## src/hdl/srt_pkg.sv

```systemverilog
package srt_pkg;

	// ****************************************
	// sizes
	// ****************************************
	localparam int unsigned IDX_W   = 6;
	localparam int unsigned ADDR_W  = 7;
	localparam logic [5:0]  MAX_IDX = 6'h3F;

	// ****************************************
	// track parameter set
	// ****************************************
	typedef struct packed {
		logic [6:0] primary_start_sentinel;
		logic [6:0] alternate_start_sentinel;
		logic [6:0] primary_end_sentinel;
		logic [6:0] alternate_end_sentinel;
		logic [2:0] char_bits;
	} srt_parm_t;

	localparam srt_parm_t T1_DEF = '{7'h05, 7'h05, 7'h1F, 7'h1F, 3'h7};
	localparam srt_parm_t T2_DEF = '{7'h0B, 7'h0D, 7'h0F, 7'h0C, 3'h5};
	localparam logic [2:0] BITS_SEVEN = 3'h7;
	localparam logic [7:0] MASK_SEVEN = 8'h7F;
	localparam logic [7:0] MASK_FIVE  = 8'h1F;

	// ****************************************
	// status byte and length
	// ****************************************
	localparam int unsigned ST_BLANK = 7;
	localparam int unsigned ST_ERR   = 6;
	localparam int unsigned ST_T1    = 2;
	localparam int unsigned ST_T2    = 1;
	localparam logic [7:0]  LEN_UNREAD = 8'h01;

	// ****************************************
	// policy and states
	// ****************************************
	localparam logic POL_ALL = 1'b0;
	localparam logic POL_ANY = 1'b1;

	typedef enum logic [2:0] {
		ST_IDLE  = 3'b001,
		ST_ARMED = 3'b010,
		ST_EMIT  = 3'b100
	} srt_state_t;

	typedef enum logic [2:0] {
		PH_LEN  = 3'b001,
		PH_STAT = 3'b010,
		PH_DATA = 3'b100
	} srt_phase_t;

	typedef enum logic [3:0] {
		CK_SEEK = 4'b0001,
		CK_DATA = 4'b0010,
		CK_LRC  = 4'b0100,
		CK_DONE = 4'b1000
	} srt_ck_t;

	// ****************************************
	// carriers
	// ****************************************
	typedef struct packed {
		logic       strobe;
		logic       active;
		logic       trk;
		logic [7:0] chr;
	} srt_head_t;

	typedef struct packed {
		logic       valid;
		logic       last;
		logic [7:0] data;
	} srt_rec_t;

endpackage : srt_pkg

```

## src/hdl/srt_trk_mem.sv

```systemverilog
`timescale 1ns/1ps
`default_nettype none
module srt_trk_mem import srt_pkg::*; (
	// clock
	input  wire logic              ref_clk,
	// write side
	input  wire logic              wr_en,
	input  wire logic [ADDR_W-1:0] wr_addr,
	input  wire logic [7:0]        wr_data,
	// read side
	input  wire logic [ADDR_W-1:0] rd_addr,
	output var  logic [7:0]        rd_data_ff
);
	logic [7:0] mem [0:(1<<ADDR_W)-1];

	always_ff @(posedge ref_clk) begin
		if (wr_en) begin
			mem[wr_addr] <= wr_data;
		end
		rd_data_ff <= mem[rd_addr];
	end
endmodule : srt_trk_mem
`default_nettype wire

```

## src/hdl/srt_read_ctrl.sv

```systemverilog
// Functional notes
// - all-track policy: validate every requested track first
// - all-track policy: any bad track fails, indicator on
// - failed read stays pending until success or abort
// - any-track policy: done when one track valid
// - any-track policy: failed tracks carry failure status
// - session open loads defaults for every track
// - track one: 05/1F, seven bits, odd, even LRC
// - track two: 0B|0D, 0F|0C, five bits
// - host-loaded parameters replace defaults
// - single track: indicator on at arm, on fail
// - indicator stays lit until a successful read or an abort
// - abort cancels read and clears indicator
// - status: bit7 blank, bit6 error, bits 2/1 track
// - length byte: status plus data, 01 unread
// - either primary or alternate sentinel accepted
`timescale 1ns/1ps
`default_nettype none
module srt_read_ctrl import srt_pkg::*; (
	// clock and reset
	input  wire logic      ref_clk,
	input  wire logic      rst_b,
	// read head pins
	input  wire srt_head_t head_pins,
	// host control
	input  wire logic      open_reader_session,
	input  wire logic      load_track_parameters,
	input  wire logic      load_track_sel,
	input  wire srt_parm_t load_parm,
	input  wire logic      set_multitrack_policy,
	input  wire logic      multitrack_policy,
	input  wire logic      track_read_request,
	input  wire logic [1:0] requested_track_set,
	input  wire logic      abort_track_read,
	// host answers
	output var  srt_rec_t  rec_out,
	output var  logic      read_done,
	output var  logic      read_busy,
	output var  logic      failure_indicator
);
	// ****************************************
	// declarations
	// ****************************************
	srt_head_t  hd_s1_ff, hd_s2_ff, hd_prev_ff;
	srt_parm_t  parm_ff [2];
	logic       pol_ff;
	srt_state_t st_ff;
	logic [1:0] req_ff;
	logic       ind_ff;
	srt_ck_t    ck_ff [2];
	logic [1:0] err_ff;
	logic [5:0] cnt_ff [2];
	logic [6:0] lrc_ff [2];
	logic [1:0] ok_ff;
	logic [7:0] stat_ff [2];
	srt_phase_t ph_ff;
	logic       cur_ff;
	logic [5:0] idx_ff;
	srt_rec_t   rec_ff;
	logic       done_ff;
	logic       busy_ff;
	logic [7:0] mem_q;
	srt_parm_t  p;
	logic [7:0] pm, c;
	logic [6:0] d;
	logic       tk, par_ok, chr_go, sw_go, req_go, pass, ck_clr;
	logic       wr_en, last_trk, emit_end;
	logic [1:0] ok_now;
	logic [5:0] ndata;
	logic [ADDR_W-1:0] rd_addr;

	function automatic logic sent_hit(input logic [6:0] v,
		input logic [6:0] a, input logic [6:0] b);
		return (v == a) || (v == b);
	endfunction : sent_hit

	// ****************************************
	// head pin synchroniser and edges
	// ****************************************
	always_ff @(posedge ref_clk or negedge rst_b) begin
		if (!rst_b) begin
			hd_s1_ff   <= '0;
			hd_s2_ff   <= '0;
			hd_prev_ff <= '0;
		end else begin
			hd_s1_ff   <= head_pins;
			hd_s2_ff   <= hd_s1_ff;
			hd_prev_ff <= hd_s2_ff;
		end
	end

	// ****************************************
	// character decode
	// ****************************************
	always_comb begin
		tk     = hd_s2_ff.trk;
		p      = parm_ff[tk];
		pm     = (p.char_bits == BITS_SEVEN) ? MASK_SEVEN : MASK_FIVE;
		c      = hd_s2_ff.chr & pm;
		d      = c[6:0] & pm[7:1];
		par_ok = ^c;
		req_go = track_read_request && (requested_track_set != 2'b00);
		chr_go = (st_ff == ST_ARMED) && hd_s2_ff.strobe && !hd_prev_ff.strobe;
		sw_go  = (st_ff == ST_ARMED) && !hd_s2_ff.active && hd_prev_ff.active;
		for (int t = 0; t < 2; t++) begin
			ok_now[t] = (ck_ff[t] == CK_DONE) && !err_ff[t];
		end
		if (pol_ff == POL_ALL) begin
			pass = ((ok_now & req_ff) == req_ff);
		end else begin
			pass = |(ok_now & req_ff);
		end
		ck_clr = ((st_ff == ST_IDLE) && req_go) || (sw_go && !pass);
		wr_en  = chr_go && par_ok && (((ck_ff[tk] == CK_SEEK) &&
			sent_hit(d, p.primary_start_sentinel,
			p.alternate_start_sentinel)) ||
			((ck_ff[tk] == CK_DATA) && (cnt_ff[tk] != MAX_IDX)));
	end

	// ****************************************
	// parameters and policy
	// ****************************************
	always_ff @(posedge ref_clk or negedge rst_b) begin
		if (!rst_b) begin
			parm_ff[0] <= T1_DEF;
			parm_ff[1] <= T2_DEF;
			pol_ff     <= POL_ALL;
		end else begin
			if (open_reader_session) begin
				parm_ff[0] <= T1_DEF;
				parm_ff[1] <= T2_DEF;
			end else if (load_track_parameters) begin
				parm_ff[load_track_sel] <= load_parm;
			end
			if (set_multitrack_policy) begin
				pol_ff <= multitrack_policy;
			end
		end
	end

	// ****************************************
	// per-track validity checker
	// ****************************************
	always_ff @(posedge ref_clk or negedge rst_b) begin
		if (!rst_b) begin
			for (int t = 0; t < 2; t++) begin
				ck_ff[t]  <= CK_SEEK;
				cnt_ff[t] <= '0;
				lrc_ff[t] <= '0;
			end
			err_ff <= '0;
		end else if (ck_clr) begin
			for (int t = 0; t < 2; t++) begin
				ck_ff[t]  <= CK_SEEK;
				cnt_ff[t] <= '0;
				lrc_ff[t] <= '0;
			end
			err_ff <= '0;
		end else if (chr_go) begin
			case (ck_ff[tk])
				CK_SEEK: begin
					if (wr_en) begin
						ck_ff[tk]  <= CK_DATA;
						cnt_ff[tk] <= 6'h01;
						lrc_ff[tk] <= d;
					end
				end
				CK_DATA: begin
					if (!wr_en) begin
						err_ff[tk] <= 1'b1;
						ck_ff[tk]  <= CK_DONE;
					end else begin
						cnt_ff[tk] <= cnt_ff[tk] + 6'h01;
						lrc_ff[tk] <= lrc_ff[tk] ^ d;
						if (sent_hit(d, p.primary_end_sentinel,
							p.alternate_end_sentinel)) begin
							ck_ff[tk] <= CK_LRC;
						end
					end
				end
				CK_LRC: begin
					err_ff[tk] <= par_ok || (d != lrc_ff[tk]);
					ck_ff[tk]  <= CK_DONE;
				end
				CK_DONE: begin
					ck_ff[tk] <= CK_DONE;
				end
				default: begin
					ck_ff[tk] <= CK_SEEK;
				end
			endcase
		end
	end

	// ****************************************
	// status snapshot at swipe end
	// ****************************************
	always_ff @(posedge ref_clk or negedge rst_b) begin
		if (!rst_b) begin
			ok_ff      <= '0;
			stat_ff[0] <= '0;
			stat_ff[1] <= '0;
		end else if (sw_go) begin
			ok_ff <= ok_now;
			for (int t = 0; t < 2; t++) begin
				stat_ff[t]           <= '0;
				stat_ff[t][ST_BLANK] <= (ck_ff[t] == CK_SEEK);
				stat_ff[t][ST_ERR]   <= !ok_now[t] && (ck_ff[t] != CK_SEEK);
				stat_ff[t][ST_T1]    <= (t == 0);
				stat_ff[t][ST_T2]    <= (t == 1);
			end
		end
	end

	// ****************************************
	// request sequencer
	// ****************************************
	always_ff @(posedge ref_clk or negedge rst_b) begin
		if (!rst_b) begin
			st_ff   <= ST_IDLE;
			req_ff  <= '0;
			busy_ff <= 1'b0;
		end else begin
			case (st_ff)
				ST_IDLE: begin
					if (req_go) begin
						st_ff   <= ST_ARMED;
						req_ff  <= requested_track_set;
						busy_ff <= 1'b1;
					end
				end
				ST_ARMED: begin
					if (abort_track_read) begin
						st_ff   <= ST_IDLE;
						busy_ff <= 1'b0;
					end else if (sw_go && pass) begin
						st_ff <= ST_EMIT;
					end
				end
				ST_EMIT: begin
					if (abort_track_read || emit_end) begin
						st_ff   <= ST_IDLE;
						busy_ff <= 1'b0;
					end
				end
				default: begin
					st_ff   <= ST_IDLE;
					busy_ff <= 1'b0;
				end
			endcase
		end
	end

	// ****************************************
	// failure indicator
	// ****************************************
	always_ff @(posedge ref_clk or negedge rst_b) begin
		if (!rst_b) begin
			ind_ff <= 1'b0;
		end else if (abort_track_read && (st_ff != ST_IDLE)) begin
			ind_ff <= 1'b0;
		end else if ((st_ff == ST_IDLE) && req_go &&
			(requested_track_set != 2'b11)) begin
			ind_ff <= 1'b1;
		end else if (sw_go) begin
			ind_ff <= !pass;
		end
	end

	// ****************************************
	// record emitter
	// ****************************************
	always_comb begin
		ndata    = ok_ff[cur_ff] ? cnt_ff[cur_ff] : 6'h00;
		last_trk = cur_ff || !req_ff[1];
		emit_end = (st_ff == ST_EMIT) && last_trk &&
			(((ph_ff == PH_STAT) && (ndata == 6'h00)) ||
			((ph_ff == PH_DATA) && (idx_ff == ndata - 6'h01)));
		rd_addr  = {cur_ff, (ph_ff == PH_STAT) ? 6'h00 : idx_ff + 6'h01};
	end

	always_ff @(posedge ref_clk or negedge rst_b) begin
		if (!rst_b) begin
			ph_ff   <= PH_LEN;
			cur_ff  <= 1'b0;
			idx_ff  <= '0;
			rec_ff  <= '0;
			done_ff <= 1'b0;
		end else if (st_ff != ST_EMIT || abort_track_read) begin
			ph_ff   <= PH_LEN;
			cur_ff  <= !req_ff[0];
			idx_ff  <= '0;
			rec_ff  <= '0;
			done_ff <= 1'b0;
		end else begin
			done_ff <= emit_end;
			case (ph_ff)
				PH_LEN: begin
					rec_ff <= {1'b1, 1'b0, ok_ff[cur_ff] ?
						{2'b00, cnt_ff[cur_ff]} + 8'h01 : LEN_UNREAD};
					ph_ff  <= PH_STAT;
				end
				PH_STAT: begin
					rec_ff <= {1'b1, emit_end, stat_ff[cur_ff]};
					idx_ff <= '0;
					if (ndata != 6'h00) begin
						ph_ff <= PH_DATA;
					end else begin
						ph_ff  <= PH_LEN;
						cur_ff <= 1'b1;
					end
				end
				PH_DATA: begin
					rec_ff <= {1'b1, emit_end, mem_q};
					idx_ff <= idx_ff + 6'h01;
					if (idx_ff == ndata - 6'h01) begin
						ph_ff  <= PH_LEN;
						cur_ff <= 1'b1;
					end
				end
				default: begin
					ph_ff <= PH_LEN;
				end
			endcase
		end
	end

	srt_trk_mem u_mem (
		.ref_clk    (ref_clk),
		.wr_en      (wr_en),
		.wr_addr    ({tk, cnt_ff[tk]}),
		.wr_data    ({1'b0, d}),
		.rd_addr    (rd_addr),
		.rd_data_ff (mem_q)
	);

	assign rec_out           = rec_ff;
	assign read_done         = done_ff;
	assign read_busy         = busy_ff;
	assign failure_indicator = ind_ff;
endmodule : srt_read_ctrl
`default_nettype wire

```

## config.mk

```make
export PLATFORM = sky130hd
export DESIGN_NAME = srt_read_ctrl
export DESIGN_NICKNAME = d
export VERILOG_FILES = /design/src/hdl/srt_pkg.sv /design/src/hdl/srt_trk_mem.sv /design/src/hdl/srt_read_ctrl.sv
export SDC_FILE = /design/constraint.sdc
export NUM_CORES = 1
export LEC_CHECK = 0
export BUFFER_PORTS_ARGS = -buffer_cell sky130_fd_sc_hd__buf_2
export CAP_MARGIN = 40
export CORE_AREA = 2 2 367 369
export CTS_CLUSTER_SIZE = 28
export DETAILED_ROUTE_END_ITERATION = 16
export DIE_AREA = 0 0 369 371
export PLACE_DENSITY = 0.45
export SKIP_CTS_REPAIR_TIMING = 1
export SLEW_MARGIN = 20
export SYNTH_ARGS = -nofsm -noshare
export SYNTH_HDL_FRONTEND = slang
export SYNTH_SLANG_ARGS = --single-unit
```

## constraint.sdc

```tcl
create_clock -name ref_clk -period 10.83 [get_ports ref_clk]
set_input_delay 0 -clock ref_clk [delete_from_list [all_inputs] [get_ports ref_clk]]
set_output_delay 0 -clock ref_clk [all_outputs]
set_load 0.005 [all_outputs]
```

## Word level (Yosys, flattened, before mapping)

Memories as Yosys holds them, arrays and structs flattened. A register that Yosys moved wholly into a read port is not among the register bits.
Cells that the tools add are included.

- Bits in latches: 0
- Logic and storage cells: 269
- Bits of input ports: 53
- Flip-flop bits (word level): 167
- Bits in writable memories: 896
- ROM bits: 0
- Memories: 1

Memories:

| name | words | width | rd ports | clocked after memory_dff | write ports | RTL line | source |
|---|---|---|---|---|---|---|---|
| u_mem.mem | 128 | 7 | 1 | 1 | 1 | srt_trk_mem.sv:14 | `logic [7:0] mem [0:(1<<ADDR_W)-1];` |

- Eq/ne operators: 38
- Bitwise gates (word level): 23
- Muxes and demuxes: 89
- $add $sub $neg: 4
- Multipliers: 0
- Magnitude comparators: 8
- Shifts and indexed selects: 0
- Reduce and logical (&&, ||, !) cells: 63
- Div/mod/pow operators: 0

Operators with widths:

| operator | number |
|---|---|
| $mux 31 | 4 |
| $mux 62 | 2 |
| $mux 8 | 8 |
| $bwmux 62 | 1 |
| $mux 6 | 10 |
| $mux 14 | 4 |
| $mux 12 | 4 |
| $mux 7 | 6 |
| $demux 31 s1 | 1 |
| $pmux 10 s3 | 1 |
| $bwmux 14 | 2 |
| $eq 7x7->1 | 4 |
| $pmux 14 s2 | 1 |
| $logic_and 1x1->1 | 25 |
| $and 6x6->6 | 4 |
| $not 6->6 | 4 |
| $pmux 12 s2 | 1 |
| $pmux 8 s3 | 1 |
| $mux 3 | 7 |
| $pmux 3 s3 | 2 |
| $mux 1 | 16 |
| $mux 4 | 4 |
| $reduce_and 3->1 | 5 |
| $add 6x1->6 const B | 2 |
| other kinds (54) | 106 |

## Depth between registers and ports, before layout

- Word-level depth: 17
- Mapped depth: 16
- Gate-level depth less buffers: 13

## Hierarchy

Synthesis repeated with hierarchy kept, for this count alone.

- Cell total of the unflattened synthesis: 2436
- Area total of the unflattened synthesis: 47815.9 um^2

Modules (own cells, without submodules):

| module | area an instance (um^2) | cells an instance | instances |
|---|---|---|---|
| srt_trk_mem | 39665.5 | 1635 | 1 |
| srt_read_ctrl | 8150.3 | 801 | 1 |

## Worst setup path before layout

OpenSTA, ideal clock, no wires.

- Path kind: reg2reg
- Start point: reg hd_s2_ff[1] (netlist name)
- End point: mem u_mem.mem[87][0] (netlist name), enable pin
- Path buffers: 3
- Setup time: 0.386 ns
- Setup slack: 5.897 ns
- Stages on the path, launching flop included: 11
- Arrival time: 4.547 ns
- Cells stage by stage: dfrtp_1 -> buf_2 -> xnor3_1 -> xnor2_1 -> xnor2_1 -> nand2_1 -> o21bai_1 -> buf_2 -> or2_1 -> buf_2 -> nor4_1

- Longest elaborated chain between the ends: 9
- Elaborated cells between the ends (all ways): 12

Ends and longest elaborated chain:

| what | RTL line | source |
|---|---|---|
| start, declared | srt_read_ctrl.sv:44 | `srt_head_t hd_s1_ff, hd_s2_ff, hd_prev_ff;` |
| start signal, assigned | srt_read_ctrl.sv:87 | `hd_s2_ff <= hd_s1_ff;` |
| $and 8x7->8 * | srt_read_ctrl.sv:99 | `c = hd_s2_ff.chr & pm;` |
| $and 7x6->7 | srt_read_ctrl.sv:100 | `d = c[6:0] & pm[7:1];` |
| $eq 7x7->1 | srt_read_ctrl.sv:74 | `return (v == a) \|\| (v == b);` |
| $logic_or 1x1->1 | srt_read_ctrl.sv:74 |  |
| $logic_and 1x1->1 | srt_read_ctrl.sv:114 | `wr_en = chr_go && par_ok && (((ck_ff[tk] == CK_SEEK) &&` |
| $logic_or 1x1->1 | srt_read_ctrl.sv:116 | `p.alternate_start_sentinel)) \|\|` |
| $logic_and 1x1->1 * | srt_read_ctrl.sv:114 |  |
| $mux 1 * | srt_trk_mem.sv:17 | `if (wr_en) begin` |
| $mux 1 (implied by the code) * | srt_trk_mem.sv:18 | `mem[wr_addr] <= wr_data;` |
| end, declared | srt_trk_mem.sv:14 |  |

Every way passes the cells marked *; elsewhere a longest branch is shown, timed or not.

## Worst setup path after layout

- Start point: reg hd_s2_ff (netlist bit tk)
- End point: mem u_mem.mem[81][5] (netlist name), enable pin

- Longest elaborated chain between the ends: 15
- Elaborated cells between the ends (all ways): 28

Ends and longest elaborated chain:

| what | RTL line | source |
|---|---|---|
| $not 1->2 (implied by the code) | - |  |
| $mux 31 (implied by the code) (3 in a row) | srt_read_ctrl.sv:97 | `p = parm_ff[tk];` |
| $eq 3x3->1 | srt_read_ctrl.sv:98 | `pm = (p.char_bits == BITS_SEVEN) ? MASK_SEVEN : MASK_FIVE;` |
| $mux 7 | srt_read_ctrl.sv:98 |  |
| $and 8x7->8 | srt_read_ctrl.sv:99 |  |
| $and 7x6->7 | srt_read_ctrl.sv:100 |  |
| $eq 7x7->1 | srt_read_ctrl.sv:74 |  |
| $logic_or 1x1->1 | srt_read_ctrl.sv:74 |  |
| $logic_and 1x1->1 | srt_read_ctrl.sv:114 |  |
| $logic_or 1x1->1 | srt_read_ctrl.sv:116 |  |
| $logic_and 1x1->1 | srt_read_ctrl.sv:114 |  |
| $mux 1 | srt_trk_mem.sv:17 |  |
| $mux 1 (implied by the code) | srt_trk_mem.sv:18 |  |

Several ways; a longest one is shown, not always the timed one. The select of a mux whose other input is x is not followed.

==> reports/qor.yml <==
outcome:
  status: "completed"
final_layout:
  fin_nets: 3050
  drive_above_1_share_pct: 16.61
  utilization_pct: 34.79
  antenna_cells: 0
  synthToLayoutAreaGrowth_pct: 16.83
  fin_area_sq_mm: 0.04620
setup_path:
  start_kind: "register"
  reg2reg_from: "tk$_DFF_PN0_"
  crit_type: "reg -> reg"
  end_kind: "register"
  required_ns: 11.21
  critPathLaunch: "tk$_DFF_PN0_"
  r2r_cells: 11
  arrival_ns: 5.59
  cp_max_fo: 50
synthesis:
  syn-num-nets: 2928
  synth_compound_gate_area_share_pct: 9.201
  synthArstFlopShare_pct: 16.77
  synthDominantCellAreaShare_pct: 58.32
  ys_ff_latch: 930
  syn_avg_cell_area_sq_um: 13.77
  synth_edf_count: 768
  synthAdderAreaFrac_pct: 0.1266
  synthMuxAreaShare_pct: 8.109
  synth_top_cell_by_area: "edfxtp_1"
  yosysSeqAreaShare_pct: 68.60
  synth_cell_types: 84
  synthesis.area_sq_mm: 0.03955
  synth_ff_type: "edfxtp_1"
  netlist_top_cells_area: "edfxtp_1, dfrtp_1, mux4_2, nand2_1, mux2i_1"
  synthSimpleGateAreaFrac_pct: 10.29
  synthXorXnorAreaFrac_pct: 1.186
  synth_top_family_by_area: "simple AND/OR/NAND/NOR gates"
  yosys_warnings: 0
  synthCells: 2871
die:
  initial_utilization_pct: 29.78
  core_area_sq_mm: 0.1328
  rows: 134
  die_h_um: 371
  dieArea_sq_mm: 0.1369
  io_pins: 66
  die_x_um: 369
clock_tree:
  clock_latency_ns: 0.68
  cts-htree-levels: 3
  cts_tree: "done"
  clk_pin_slew_ns: 0.06
  clkSinkCount: 930
  cts_buffer_depth: 3
  clock-root-buffer: "clkbuf_16"
  cts_buffers: 103
detailed_routing:
  via_count: 24940
  routedWlPerCell_um: 23.79
  initialDrtViolationCount: 2215
  dr.pass1.iters: 5
  drc: 0
  antenna_left: 0
  viasPerCell: 5.142
  wl_mm: 115.4
worst_hold_path:
  min_from: "load_parm[5]"
  min_path_cells: 3
  hold_class: "in -> reg"
timing:
  skew_ns: 0.02286
  post-route-period-util_pct: 48.13
  max_slew_margin_pct: 39.96
  hold_slack_ns: 0.08413
  finalHoldViolations: 0
  rsz0062_at_grt: "false"
  fin_tns_setup_ns: 0
  maxSlewViolCount: 0
  max_freq_mhz: 191.9
  final.min_clock_period_ns: 5.212
  worst_slew_pin_slew_ns: 0.9006
  setup_viol: 0
placement:
  dp_hpwl_mm: 73.99
  numPortBuffers: 64
  place_congestion: 0.8315
  dpl_cell_area_sq_mm: 0.04210
job:
  drv_cap: 0
grt:
  grt_pass1_vias: 25100
  grt_max_degree: 132
  track_usage_pct: 16.64
  grt_first_pass_wirelength_mm: 170.1
  antenna_found_initial: 2
  grt-ovfl-total: 0
power:
  power_uw: 7692
  irDropWorstVdd_mv: 0.1220
  power_density_mw_per_mm2: 166.5
  leakagePower_uw: 0.01533
==> metrics by stage <==
stage | cells | setup slack (ns)
finish | 4850 | 5.618
global route | 4850 | 5.311
CTS | 4777 | 5.605
detailed placement | 4583 | 5.616
global placement | 4563 | 5.738
floorplan | 2871 | 5.897
==> registers in the layout, indices dropped and copies added (netlist names), 8 cells and up <==
register / cells
ck_ff: 8
cnt_ff: 12
hd_s1_ff: 10
hd_s2_ff: 9
lrc_ff: 14
parm_ff: 62
rec_out: 10
u_mem.mem: 768
==> critical path, stage by stage (launching register included) <==
cell and delay (ns):
dfrtp_4 0.69, buf_4 0.65, nand4_1 0.40, a21oi_1 0.51, o32ai_1 0.18, o211ai_1 0.41
a21oi_1 0.13, o21bai_1 0.20, buf_4 0.33, nand2b_1 0.64, buf_4 0.43, nor2_1 0.25
==> worst paths after layout <==
path	to	slack, ns
worst max-delay path	u_mem.mem[81][5]$_DFFE_PP_	5.62
max in group asynchronous	hd_s2_ff[2]$_DFF_PN0_	9.63
worst max register to register	u_mem.mem[81][5]$_DFFE_PP_	5.62
min in group asynchronous	parm_ff[41]$_DFFE_PN1P_	0.48
worst min-delay path	parm_ff[5]$_DFFE_PN1P_	0.08
worst min register to register	hd_s2_ff[5]$_DFF_PN0_	0.35
==> Yosys cell counts (all sizes together), types with 7 or more instances <==
cell    number
a211oi      37
a21oi      164
a221oi      13
a22o         9
a22oi        9
a311oi       9
a31oi       26
and2         8
and3        20
buf         72
clkbuf     134
dfrtp      121
dfstp       35
edfxtp     768
inv         18
mux2        63
mux2i      119
mux4        58
nand2      324
nand2b      21
nand3       61
nand3b      13
nand4       13
nor2       219
nor2b       13
nor3        68
nor3b       11
nor4        30
nor4b        9
o211ai      36
o21ai       92
o221ai      31
o22a        24
o22ai       26
o311ai      13
o31ai       11
or3         35
or3b         7
xnor2       40
xor2        11
==> power by group <==
part           internal, uW  switching (uW)
clock network          2020            1420
logic                   106             184
registers              3920            41.5
==> cells in the final DEF, fill, tap and decap left out, types with 35 or more instances in the layout <==
cell type,n
dlygate4sd3_1,67
edfxtp_1,768
or3_1,35
mux2_2,63
nor2_1,218
buf_2,69
clkbuf_16,107
o21ai_0,90
nor3_1,67
o211ai_1,35
nand3_1,61
buf_4,73
dfrtp_1,115
nand2_1,322
mux2i_1,119
dfstp_2,35
xnor2_1,37
mux4_2,58
a211oi_1,36
a21oi_1,164
==> layout make-up <==
class | count | area, sq um
clock buffers | 144 | 2877
clock inverters | 50 | 442.9
fillers | 12900 | 86590
inverters | 19 | 76.32
multi-input cells | 1716 | 11600
flip-flops and latches | 930 | 27150
well taps | 1768 | 2212
repair buffers | 223 | 1844
==> metal layers <==
layer  routed length (um)  vias up  track usage [%]
met1                49920    12750            21.90
li1                     -    11260                -
met2                56130      736            27.94
met3                 5597      199            2.578
met4                 3758        0            5.612
met5                    0        -                0
==> cells by family (layout without fill, tap and decap cells) <==
logic type / after synthesis / in the layout
flip-flops: 930 / 930
AND/OR/NAND/NOR: 870 / 870
AO/OA/AOI/OAI: 550 / 550
multiplexers: 240 / 240
buffers and inverters: 225 / 436
XOR/XNOR: 52 / 52
adder cells (fa/ha/maj): 4 / 4
(Power assumes the default switching activity.)
